### src/core/tldc_consts.vh
`ifndef TLDC_CONSTS_VH
`define TLDC_CONSTS_VH

// register byte offsets
`define TLDC_OFS_SW_A      8'h00
`define TLDC_OFS_SW_B      8'h04
`define TLDC_OFS_EMG_TRQ   8'h08
`define TLDC_OFS_STATUS    8'h0c
`define TLDC_OFS_IRQ_STAT  8'h10
`define TLDC_OFS_IRQ_MASK  8'h14

// function_switch_word_a fields
`define TLDC_A_FWD_IGN     2
`define TLDC_A_REV_IGN     3
`define TLDC_A_SO_COAST    6
`define TLDC_A_SO_DB_HOLD  7
`define TLDC_A_OT_DECEL    8
`define TLDC_A_OT_ZCLAMP   9

// function_switch_word_b fields
`define TLDC_B_REV_MODE    0

// irq status / mask fields
`define TLDC_IRQ_FWD_OT    0
`define TLDC_IRQ_REV_OT    1
`define TLDC_IRQ_STOPPED   2

// reset values
`define TLDC_RST_SW_A      16'h0080
`define TLDC_RST_SW_B      16'h0000
`define TLDC_RST_EMG_TRQ   16'h0000
`define TLDC_RST_IRQ_MASK  3'h0

`endif

### src/core/tldc_ctrl.v
// Functional notes
// - with the direction select bit at 0, counterclockwise seen from the drive end is forward.
// - with the direction select bit at 1, clockwise is forward and the axial sign is inverted, nothing else changes.
// - the encoder connector strap forces reverse direction mode whatever the select bit holds.
// - forward limit low allows forward rotation; high blocks forward but still permits reverse.
// - reverse limit low allows reverse rotation; high blocks reverse but still permits forward.
// - forward limit enable bit at 0 honours the forward limit; at 1 forward rotation is always allowed.
// - reverse limit enable bit at 0 honours the reverse limit; at 1 reverse rotation is always allowed.
// - an honoured limit that is active forces a stop of motion in the prohibited direction.
// - two bits, reset 0, select the overtravel stop method and the after-stop action, used only with limits in use.
// - configuration is split into on/off switch words and numeric constants.
// - stop method 0 stops as at servo-off (brake or coast); 1 decelerates with the emergency stop torque.
// - after a decelerating stop, after-stop bit 0 turns the servo off and 1 holds zero-clamp.
// - in torque control mode an overtravel stop follows servo-off behaviour, ignoring the stop method bit.
//
// Design decisions made here: the address map and the strobed register port.
`include "tldc_consts.vh"

module tldc_ctrl (
    // clock and reset
    input  wire        core_clk,
    input  wire        rst,
    // register port
    input  wire [7:0]  reg_addr,
    input  wire [31:0] reg_wdata,
    input  wire        reg_wr,
    input  wire        reg_rd,
    output reg  [31:0] reg_rdata,
    // pins from the machine
    input  wire        forward_travel_limit,
    input  wire        reverse_travel_limit,
    input  wire        encoder_connector_strap,
    // motion request from the core logic
    input  wire        run_req,
    input  wire        run_reverse,
    input  wire        torque_mode,
    input  wire        motor_stopped,
    // motion control outputs
    output reg         motor_cw_q,
    output reg         axis_invert_q,
    output reg         run_allow_q,
    output reg         fwd_allowed_q,
    output reg         rev_allowed_q,
    output reg         stop_dyn_brake_q,
    output reg         stop_coast_q,
    output reg         stop_decel_q,
    output reg  [15:0] stop_torque_q,
    output reg         servo_off_q,
    output reg         zero_clamp_q,
    // interrupt
    output wire        irq
);

    // overtravel states, one-hot
    localparam [2:0] ST_RUN  = 3'h1;
    localparam [2:0] ST_STOP = 3'h2;
    localparam [2:0] ST_HELD = 3'h4;

    // three-stage input conditioning: a level is taken once stages two and three agree
    function tldc_filt;
        input [2:0] sh;
        input       cur;
        begin
            tldc_filt = cur;
            if (sh[1] == sh[2]) begin
                tldc_filt = sh[2];
            end
        end
    endfunction

    // register write decode
    function tldc_hit;
        input [7:0] a;
        input [7:0] ofs;
        begin
            tldc_hit = (a == ofs);
        end
    endfunction

    // switch words and numeric constant kept apart
    reg  [15:0] sw_a_q;
    reg  [15:0] sw_b_q;
    reg  [15:0] emg_trq_q;
    reg  [2:0]  irq_stat_q;
    reg  [2:0]  irq_mask_q;
    reg  [2:0]  state_q;
    reg  [2:0]  state_d;
    reg  [2:0]  fwd_sh_q;
    reg  [2:0]  rev_sh_q;
    reg  [2:0]  strap_sh_q;
    reg         fwd_lim_q;
    reg         rev_lim_q;
    reg         strap_q;
    reg         fwd_ot_q;
    reg         rev_ot_q;
    wire        fwd_f;
    wire        rev_f;
    wire        strap_f;
    wire        rev_mode;
    wire        fwd_block;
    wire        rev_block;
    wire        ot_hit;
    wire        ot_decel;
    wire        fwd_ot_rise;
    wire        rev_ot_rise;
    wire        stop_done;
    wire [2:0]  irq_ev;
    wire [2:0]  irq_clr;

    // input synchronisers; only stages two and three are looked at
    always @(posedge core_clk or posedge rst) begin
        if (rst) begin
            fwd_sh_q   <= 3'h0;
            rev_sh_q   <= 3'h0;
            strap_sh_q <= 3'h0;
        end else begin
            fwd_sh_q   <= {fwd_sh_q[1:0], forward_travel_limit};
            rev_sh_q   <= {rev_sh_q[1:0], reverse_travel_limit};
            strap_sh_q <= {strap_sh_q[1:0], encoder_connector_strap};
        end
    end

    assign fwd_f   = tldc_filt(fwd_sh_q, fwd_lim_q);
    assign rev_f   = tldc_filt(rev_sh_q, rev_lim_q);
    assign strap_f = tldc_filt(strap_sh_q, strap_q);

    // filtered levels; limits reset to blocked, but read low from the first clock after reset until the pins pass the synchroniser
    always @(posedge core_clk or posedge rst) begin
        if (rst) begin
            fwd_lim_q <= 1'b1;
            rev_lim_q <= 1'b1;
            strap_q   <= 1'b0;
        end else begin
            fwd_lim_q <= fwd_f;
            rev_lim_q <= rev_f;
            strap_q   <= strap_f;
        end
    end

    // direction mode: strap overrides the switch bit
    assign rev_mode = sw_b_q[`TLDC_B_REV_MODE] | strap_q;

    // honoured limits; high means prohibited, both high blocks both ways
    assign fwd_block = ~sw_a_q[`TLDC_A_FWD_IGN] & fwd_lim_q;
    assign rev_block = ~sw_a_q[`TLDC_A_REV_IGN] & rev_lim_q;

    // request into a prohibited direction
    assign ot_hit = run_req & (run_reverse ? rev_block : fwd_block);

    // decelerating stop only outside torque mode
    assign ot_decel = sw_a_q[`TLDC_A_OT_DECEL] & ~torque_mode;

    // overtravel entry events, one per direction
    always @(posedge core_clk or posedge rst) begin
        if (rst) begin
            fwd_ot_q <= 1'b0;
            rev_ot_q <= 1'b0;
        end else begin
            fwd_ot_q <= run_req & ~run_reverse & fwd_block;
            rev_ot_q <= run_req & run_reverse & rev_block;
        end
    end

    assign fwd_ot_rise = run_req & ~run_reverse & fwd_block & ~fwd_ot_q;
    assign rev_ot_rise = run_req & run_reverse & rev_block & ~rev_ot_q;
    assign stop_done   = state_q[1] & motor_stopped;

    // overtravel sequence: stop, then hold until the request leaves the blocked side
    always @* begin
        state_d = state_q;
        case (state_q)
            ST_RUN: begin
                if (ot_hit) begin
                    state_d = ST_STOP;
                end
            end
            ST_STOP: begin
                if (motor_stopped) begin
                    state_d = ST_HELD;
                end
            end
            ST_HELD: begin
                if (!ot_hit) begin
                    state_d = ST_RUN;
                end
            end
            default: begin
                state_d = ST_RUN;
            end
        endcase
    end

    always @(posedge core_clk or posedge rst) begin
        if (rst) begin
            state_q <= ST_RUN;
        end else begin
            state_q <= state_d;
        end
    end

    // motion outputs are registered so they never glitch toward the drive stage
    always @(posedge core_clk or posedge rst) begin
        if (rst) begin
            motor_cw_q       <= 1'b0;
            axis_invert_q    <= 1'b0;
            run_allow_q      <= 1'b0;
            fwd_allowed_q    <= 1'b0;
            rev_allowed_q    <= 1'b0;
            stop_dyn_brake_q <= 1'b0;
            stop_coast_q     <= 1'b0;
            stop_decel_q     <= 1'b0;
            stop_torque_q    <= 16'h0000;
            servo_off_q      <= 1'b0;
            zero_clamp_q     <= 1'b0;
        end else begin
            motor_cw_q       <= run_reverse ^ rev_mode;
            axis_invert_q    <= rev_mode;
            fwd_allowed_q    <= ~fwd_block;
            rev_allowed_q    <= ~rev_block;
            run_allow_q      <= run_req & ~ot_hit & state_d[0];
            stop_decel_q     <= state_d[1] & ot_decel;
            stop_torque_q    <= (state_d[1] & ot_decel) ? emg_trq_q : 16'h0000;
            // servo-off style stop: brake or coast per the servo-off bits
            stop_dyn_brake_q <= ~sw_a_q[`TLDC_A_SO_COAST] & ~ot_decel &
                                (state_d[1] | (state_d[2] & sw_a_q[`TLDC_A_SO_DB_HOLD]));
            stop_coast_q     <= sw_a_q[`TLDC_A_SO_COAST] & ~ot_decel & state_d[1];
            // after-stop action
            zero_clamp_q     <= state_d[2] & ot_decel & sw_a_q[`TLDC_A_OT_ZCLAMP];
            servo_off_q      <= (state_d[1] & ~ot_decel) |
                                (state_d[2] & ~(ot_decel & sw_a_q[`TLDC_A_OT_ZCLAMP]));
        end
    end

    // interrupt events and write-one-to-clear; a new event beats the clear
    assign irq_ev  = {stop_done, rev_ot_rise, fwd_ot_rise};
    assign irq_clr = (reg_wr && tldc_hit(reg_addr, `TLDC_OFS_IRQ_STAT)) ? reg_wdata[2:0] : 3'h0;
    assign irq     = |(irq_stat_q & irq_mask_q);

    always @(posedge core_clk or posedge rst) begin
        if (rst) begin
            irq_stat_q <= 3'h0;
        end else begin
            irq_stat_q <= (irq_stat_q & ~irq_clr) | irq_ev;
        end
    end

    // register writes; stop bits default 0 so the servo-off stop is the safe default
    always @(posedge core_clk or posedge rst) begin
        if (rst) begin
            sw_a_q     <= `TLDC_RST_SW_A;
            sw_b_q     <= `TLDC_RST_SW_B;
            emg_trq_q  <= `TLDC_RST_EMG_TRQ;
            irq_mask_q <= `TLDC_RST_IRQ_MASK;
        end else if (reg_wr) begin
            if (tldc_hit(reg_addr, `TLDC_OFS_SW_A)) begin
                sw_a_q <= reg_wdata[15:0];
            end
            if (tldc_hit(reg_addr, `TLDC_OFS_SW_B)) begin
                sw_b_q <= reg_wdata[15:0];
            end
            if (tldc_hit(reg_addr, `TLDC_OFS_EMG_TRQ)) begin
                emg_trq_q <= reg_wdata[15:0];
            end
            if (tldc_hit(reg_addr, `TLDC_OFS_IRQ_MASK)) begin
                irq_mask_q <= reg_wdata[2:0];
            end
        end
    end

    // read data stand one cycle after the strobe only; unmapped reads give zero
    always @(posedge core_clk or posedge rst) begin
        if (rst) begin
            reg_rdata <= 32'h0000_0000;
        end else if (reg_rd) begin
            case (reg_addr)
                `TLDC_OFS_SW_A: begin
                    reg_rdata <= {16'h0000, sw_a_q};
                end
                `TLDC_OFS_SW_B: begin
                    reg_rdata <= {16'h0000, sw_b_q};
                end
                `TLDC_OFS_EMG_TRQ: begin
                    reg_rdata <= {16'h0000, emg_trq_q};
                end
                `TLDC_OFS_STATUS: begin
                    reg_rdata <= {23'h000000, state_q, strap_q, rev_mode,
                                  rev_lim_q, fwd_lim_q, rev_block, fwd_block};
                end
                `TLDC_OFS_IRQ_STAT: begin
                    reg_rdata <= {29'h00000000, irq_stat_q};
                end
                `TLDC_OFS_IRQ_MASK: begin
                    reg_rdata <= {29'h00000000, irq_mask_q};
                end
                default: begin
                    reg_rdata <= 32'h0000_0000;
                end
            endcase
        end else begin
            reg_rdata <= 32'h0000_0000;
        end
    end

endmodule

### config.mk
export PLATFORM = sky130hd
export DESIGN_NAME = tldc_ctrl
export DESIGN_NICKNAME = d
export VERILOG_FILES = /design/src/core/tldc_ctrl.v
export VERILOG_INCLUDE_DIRS = /design/src /design/src/core
export SDC_FILE = /design/constraint.sdc
export NUM_CORES = 1
export LEC_CHECK = 0
export BUFFER_PORTS_ARGS = -buffer_cell sky130_fd_sc_hd__buf_2
export CORE_MARGIN = 2
export CORE_UTILIZATION = 53
export DETAILED_ROUTE_END_ITERATION = 7
export PLACE_DENSITY_LB_ADDON = 0.08
export RECOVER_POWER = 25
export SYNTH_ARGS = -nofsm -noshare
export SYNTH_HDL_FRONTEND = slang
export SYNTH_SLANG_ARGS = --single-unit
export TNS_END_PERCENT = 5
### constraint.sdc
create_clock -name core_clk -period 4.3 [get_ports core_clk]
set_clock_uncertainty 0.05 [all_clocks]
set_input_delay 0.215 -clock core_clk [delete_from_list [all_inputs] [get_ports core_clk]]
set_output_delay 0.215 -clock core_clk [all_outputs]
set_load 0.005 [all_outputs]
# --- Word level (Yosys, flattened, before mapping) ---
# Index checks and enable logic that the tools add are counted.
word_totals:
  register_bits: 129
  latch_bits: 0
  ramBits: 0
  romBits: 0
  inputBits: 51
  output_inout_bits: 59
  elab_cells: 97
  memories: 0
op_classes:
  add_sub_neg: 0
  mul: 0
  n_div: 0
  magnitude_cmp: 0
  n_eq_ne: 11
  n_shift: 0
  muxes: 9
  n_bitwise: 44
  reduce_logical: 7
op_table:
  columns: ["operator", "n"]
  rows:
  - ["$pmux 16 s6", 1]
  - ["$mux 32", 1]
  - ["$and 1x1->1", 24]
  - ["$eq 8x4->1 const B", 2]
  - ["$eq 8x5->1 const B", 2]
  - ["$mux 16", 1]
  - ["$mux 3", 4]
  - ["$not 1->1", 12]
  - ["$pmux 3 s3", 1]
  - ["$eq 8x3->1 const B", 1]
  - ["$logic_not 8->1", 1]
  - ["$reduce_and 2->1", 4]
  - ["$and 3x3->3", 2]
  - ["$eq 1x1->1", 3]
  - ["$eq 3x1->1 const B", 1]
  - ["$eq 3x2->1 const B", 1]
  - ["$eq 3x3->1 const B", 1]
  - ["$not 3->3", 1]
  - ["$or 1x1->1", 3]
  - ["$or 3x3->3", 1]
  - ["$reduce_or 3->1", 1]
  - ["$logic_and 1x1->1", 1]
  - ["$mux 1", 1]
  - ["$xor 1x1->1", 1]

# --- Logic depth before layout (Yosys ltp) ---
depth:
  depth_word: 9
  mapped_depth: 6
  ltp_nobuf: 5

# --- Least setup slack after synthesis ---
# Ideal clock, no wire load.
synth_timing:
  path_type: "input to register"
  from: "input port reg_addr[3]"
  to: "register sw_a_q[0]"
  setup_time_ns: 0.125
  arrival_ns: 1.479
  t_required_ns: 4.125
  path_slack_ns: 2.646
  stages: 6
  path_buffers: 3
  path_cell_list: "buf_2 > nor4b_4 > and3b_2 > buf_6 > buf_8 > mux2_2"
synth_via:
  elab_chain_len: 2
synth_rtl:
  columns: ["element", "line", "rtl"]
  rows:
  - ["from (decl)", "tldc_ctrl.v:24", "input wire [7:0] reg_addr,"]
  - ["$logic_not 8->1", "tldc_ctrl.v:76", "tldc_hit = (a == ofs);"]
  - ["$reduce_and 2->1 (no source line)", null, null]
  - ["to (signal assigned)", "tldc_ctrl.v:250", "sw_a_q <= `TLDC_RST_SW_A;"]
  - ["to (signal assigned)", "tldc_ctrl.v:256", "sw_a_q <= reg_wdata[15:0];"]
  - ["to (decl)", "tldc_ctrl.v:81", "reg [15:0] sw_a_q;"]
# Every way passes these cells.
# A chain may end at the register's enable or synchronous reset.

# --- Worst setup path after layout ---
layout_timing:
  from: "input port reg_addr[3]"
  to: "register sw_a_q[11]"
# The elaborated chain is that of the path after synthesis.

==> flow_summary.ini <==
[place]
dp_cells = 510
place.gp.congestion = 0.806
place_ws_ns = 2.05
place_area_sq_um = 5050
dpl.hpwl_um = 5920
io_buffers = 77

[layout]
final_util_pct = 67.4
insertedDiodeCount = 0
design_area_sq_um = 5820
n_fill_cell = 646
finalNetCount = 496
area_growth_pct = 24.6
stdcell_count = 566
final-seq-area_sq_um = 2830
multi_input_area_sq_um = 1620
layout-drive-gt1-share_pct = 36.0

[setup_path]
r2r-start = fwd_lim_q$_DFFE_PP1N_
startpoint = reg_addr[3]
crit_fanout = 17
cpMaxStageDelayCell = nor4b_1
r2r_cells = 6
crit_type = in -> reg
slowest_delay_ns = 0.94
crit_arrival_ns = 2.60
cp.required_ns = 4.64
worstSetupEndpointType = register
worstPathCellList = clkbuf_1 -> nor4b_1 -> and3b_2 -> mux2_2
worst_setup_path_start_kind = input port

[global_route]
grt_max_degree = 87
track_usage_pct = 21.2
grt_pass1_vias = 2951
grt_pass1_wl_um = 15400
antenna_found_initial = 0
overflow = 0

[clock_tree]
clockBufferDepth = 2
cts_tree = built
cts_sinks = 113
cts_buffers = 17
clockRootBuffer = clkbuf_8
htreeDepth = 4
path_clk_slew_ns = 0.05
clock_latency_ns = 0.51

[floorplan]
initial_core_util_pct = 54.1
die_h_um = 97.9
die_w_um = 97.9
core_sq_um = 8640
pin_count = 110
row_count = 34
die_area_sq_um = 9590

[sta]
drv_slew = 0
tns_ns = 0
period_share_pct = 52.6
tightest_slew_ns = 1.00
period_needed_ns = 2.26
finalHoldViolations = 0
rsz0062_at_grt = no
max-slew-margin-rel_pct = 33.0
setup-violations-final = 0
setup_ws_ns = 2.04
fmax_mhz = 442

[route]
route.detailed.wl_per_inst_um = 16.6
via_per_inst = 5.11
vias = 2890
drt_iter0_drc = 149
drc = 0
dr.pass1.iters = 4
antenna_left = 0
drt-total-wl_um = 9410

[yosys]
synth_seq_cells = 113
synth_edf_count = 0
synth_area_sq_um = 4670
synthCells = 337
synth-async-reset-ratio_pct = 100
synth_seq_area_share_pct = 60.6
avgSynthCellArea_sq_um = 13.9
ys.flop_type = dfrtp_1
ys_warn_count = 0
synth_cell_type_count = 51

[power_and_ir_drop]
p_leak_nw = 2.90
ir_worst_vdd_mv = 0.284
p_per_area_nw_per_um2 = 447

[run]
max_cap_violations = 0

[min_path]
hold_depth = 3
hp-class = in -> reg
holdCritStartpoint = reg_rd

[outcome]
status = complete, no violations
[final timing paths]
check / end / slack (ns)
setup / recovery: sw_a_q[11]$_DFFE_PP0P_ / 2.04
hold / removal: reg_rdata[0]$_DFF_PP0_ / 0.06
setup reg to reg: stop_torque_q[7]$_DFF_PP0_ / 2.04
hold reg to reg: rev_sh_q[1]$_DFF_PP0_ / 0.29
max in group asynchronous: emg_trq_q[10]$_DFFE_PP0P_ / 2.77
min in group asynchronous: emg_trq_q[3]$_DFFE_PP0P_ / 0.46
[cell usage in the layout (no fill, tap or decap), types with 7 or more instances in the layout]
master         count
a22oi_1            7
and2_1            16
buf_2             64
clkbuf_1          12
clkbuf_16         16
conb_1            16
dfrtp_1          109
dlygate4sd3_1     24
inv_1             11
mux2_2            45
mux4_2             8
nand2_1           13
nor2_1            16
nor2b_1            9
o21ai_0           14
[layer usage]
metal	up-vias	GRT usage, %	share of wire [%]
met4	0	6.09	1.1
li1	1362	-	-
met3	10	6.87	4.6
met2	70	32.6	48
met5	-	0	0
met1	1448	29.4	47
[per-stage QoR]
step	power (mW)	hold WS, ns
CTS	2.63	0.0431
finish	2.60	0.0607
global placement	1.31	0.274
detailed placement	1.32	0.275
global route	2.71	0.0452
floorplan	1.26	0.196
[area by class of cell]
cell class	instances	area share (%)
clock buffers	18	7.35
clock inverters	14	2.28
inverters	12	0.817
multi-input cells	198	27.9
flip-flops and latches	113	48.6
well taps	108	2.32
repair buffers	103	10.7
[cell usage after synthesis, types with 2 or more instances]
master	n	area [sq um]
nand2b_1	4	25.0
nor3_1	2	10.0
clkbuf_1	2	7.51
nand2_1	13	48.8
buf_1	3	11.3
dfrtp_1	109	2730
maj3_1	3	30.0
nand3b_1	2	15.0
a211oi_1	2	15.0
o21ai_0	14	70.1
buf_2	3	15.0
nor2b_1	9	56.3
mux4_2	8	180
dfstp_2	4	105
and3_1	3	18.8
nand4b_1	2	17.5
a21oi_1	4	20.0
buf_6	4	45.0
a21o_1	2	15.0
and2_1	16	100
and3b_2	2	20.0
mux2_4	4	60.1
nor2_1	16	60.1
mux2_2	45	507
a22oi_1	7	52.6
mux2i_1	3	30.0
inv_1	12	45.0
buf_4	16	120
[worst max-delay path, delay by kind of cell]
kind / cells / cell delay, ns
buffers and inverters: 1 / 0.40
muxes: 1 / 0.39
and+or+nand+nor: 2 / 1.58
[where the power goes]
group / total, mW / internal, mW / switching (mW)
Combinational: 0.172 / 0.0840 / 0.0881
Clock: 1.29 / 0.785 / 0.508
Sequential: 1.14 / 1.11 / 0.0274
Total: 2.60 / 1.98 / 0.624
[what timing repair did]
item | CTS | global route
hold buffers | 24 | 0
gates resized for setup | 0 | 0
buffers inserted | 0 | 0
endpoints found under the hold margin | 134 | 0
[kinds of logic (layout without fill, tap and decap cells)]
| group | after synthesis | in the layout | synth area share, % |
|---|---|---|---|
| buffers and inverters | 41 | 147 | 5.54 |
| other | 1 | 16 | 0.0802 |
| AND/OR/NAND/NOR | 79 | 79 | 10.8 |
| multiplexers | 61 | 61 | 16.9 |
| adder cells (fa/ha/maj) | 3 | 3 | 0.642 |
| AO/OA/AOI/OAI | 37 | 37 | 5.14 |
| flip-flops | 113 | 113 | 60.6 |
| XOR/XNOR | 2 | 2 | 0.375 |
[state kept, by name, indices dropped and copies added, names as in the netlist, 3 cells and up]
name,cells
sw_a_q,16
fwd_sh_q,3
rev_sh_q,3
state_q,3
reg_rdata,16
irq_mask_q,3
strap_sh_q,3
irq_stat_q,3
sw_b_q,16
emg_trq_q,16
stop_torque_q,16
No activity file was read; power rests on OpenSTA's default activity.
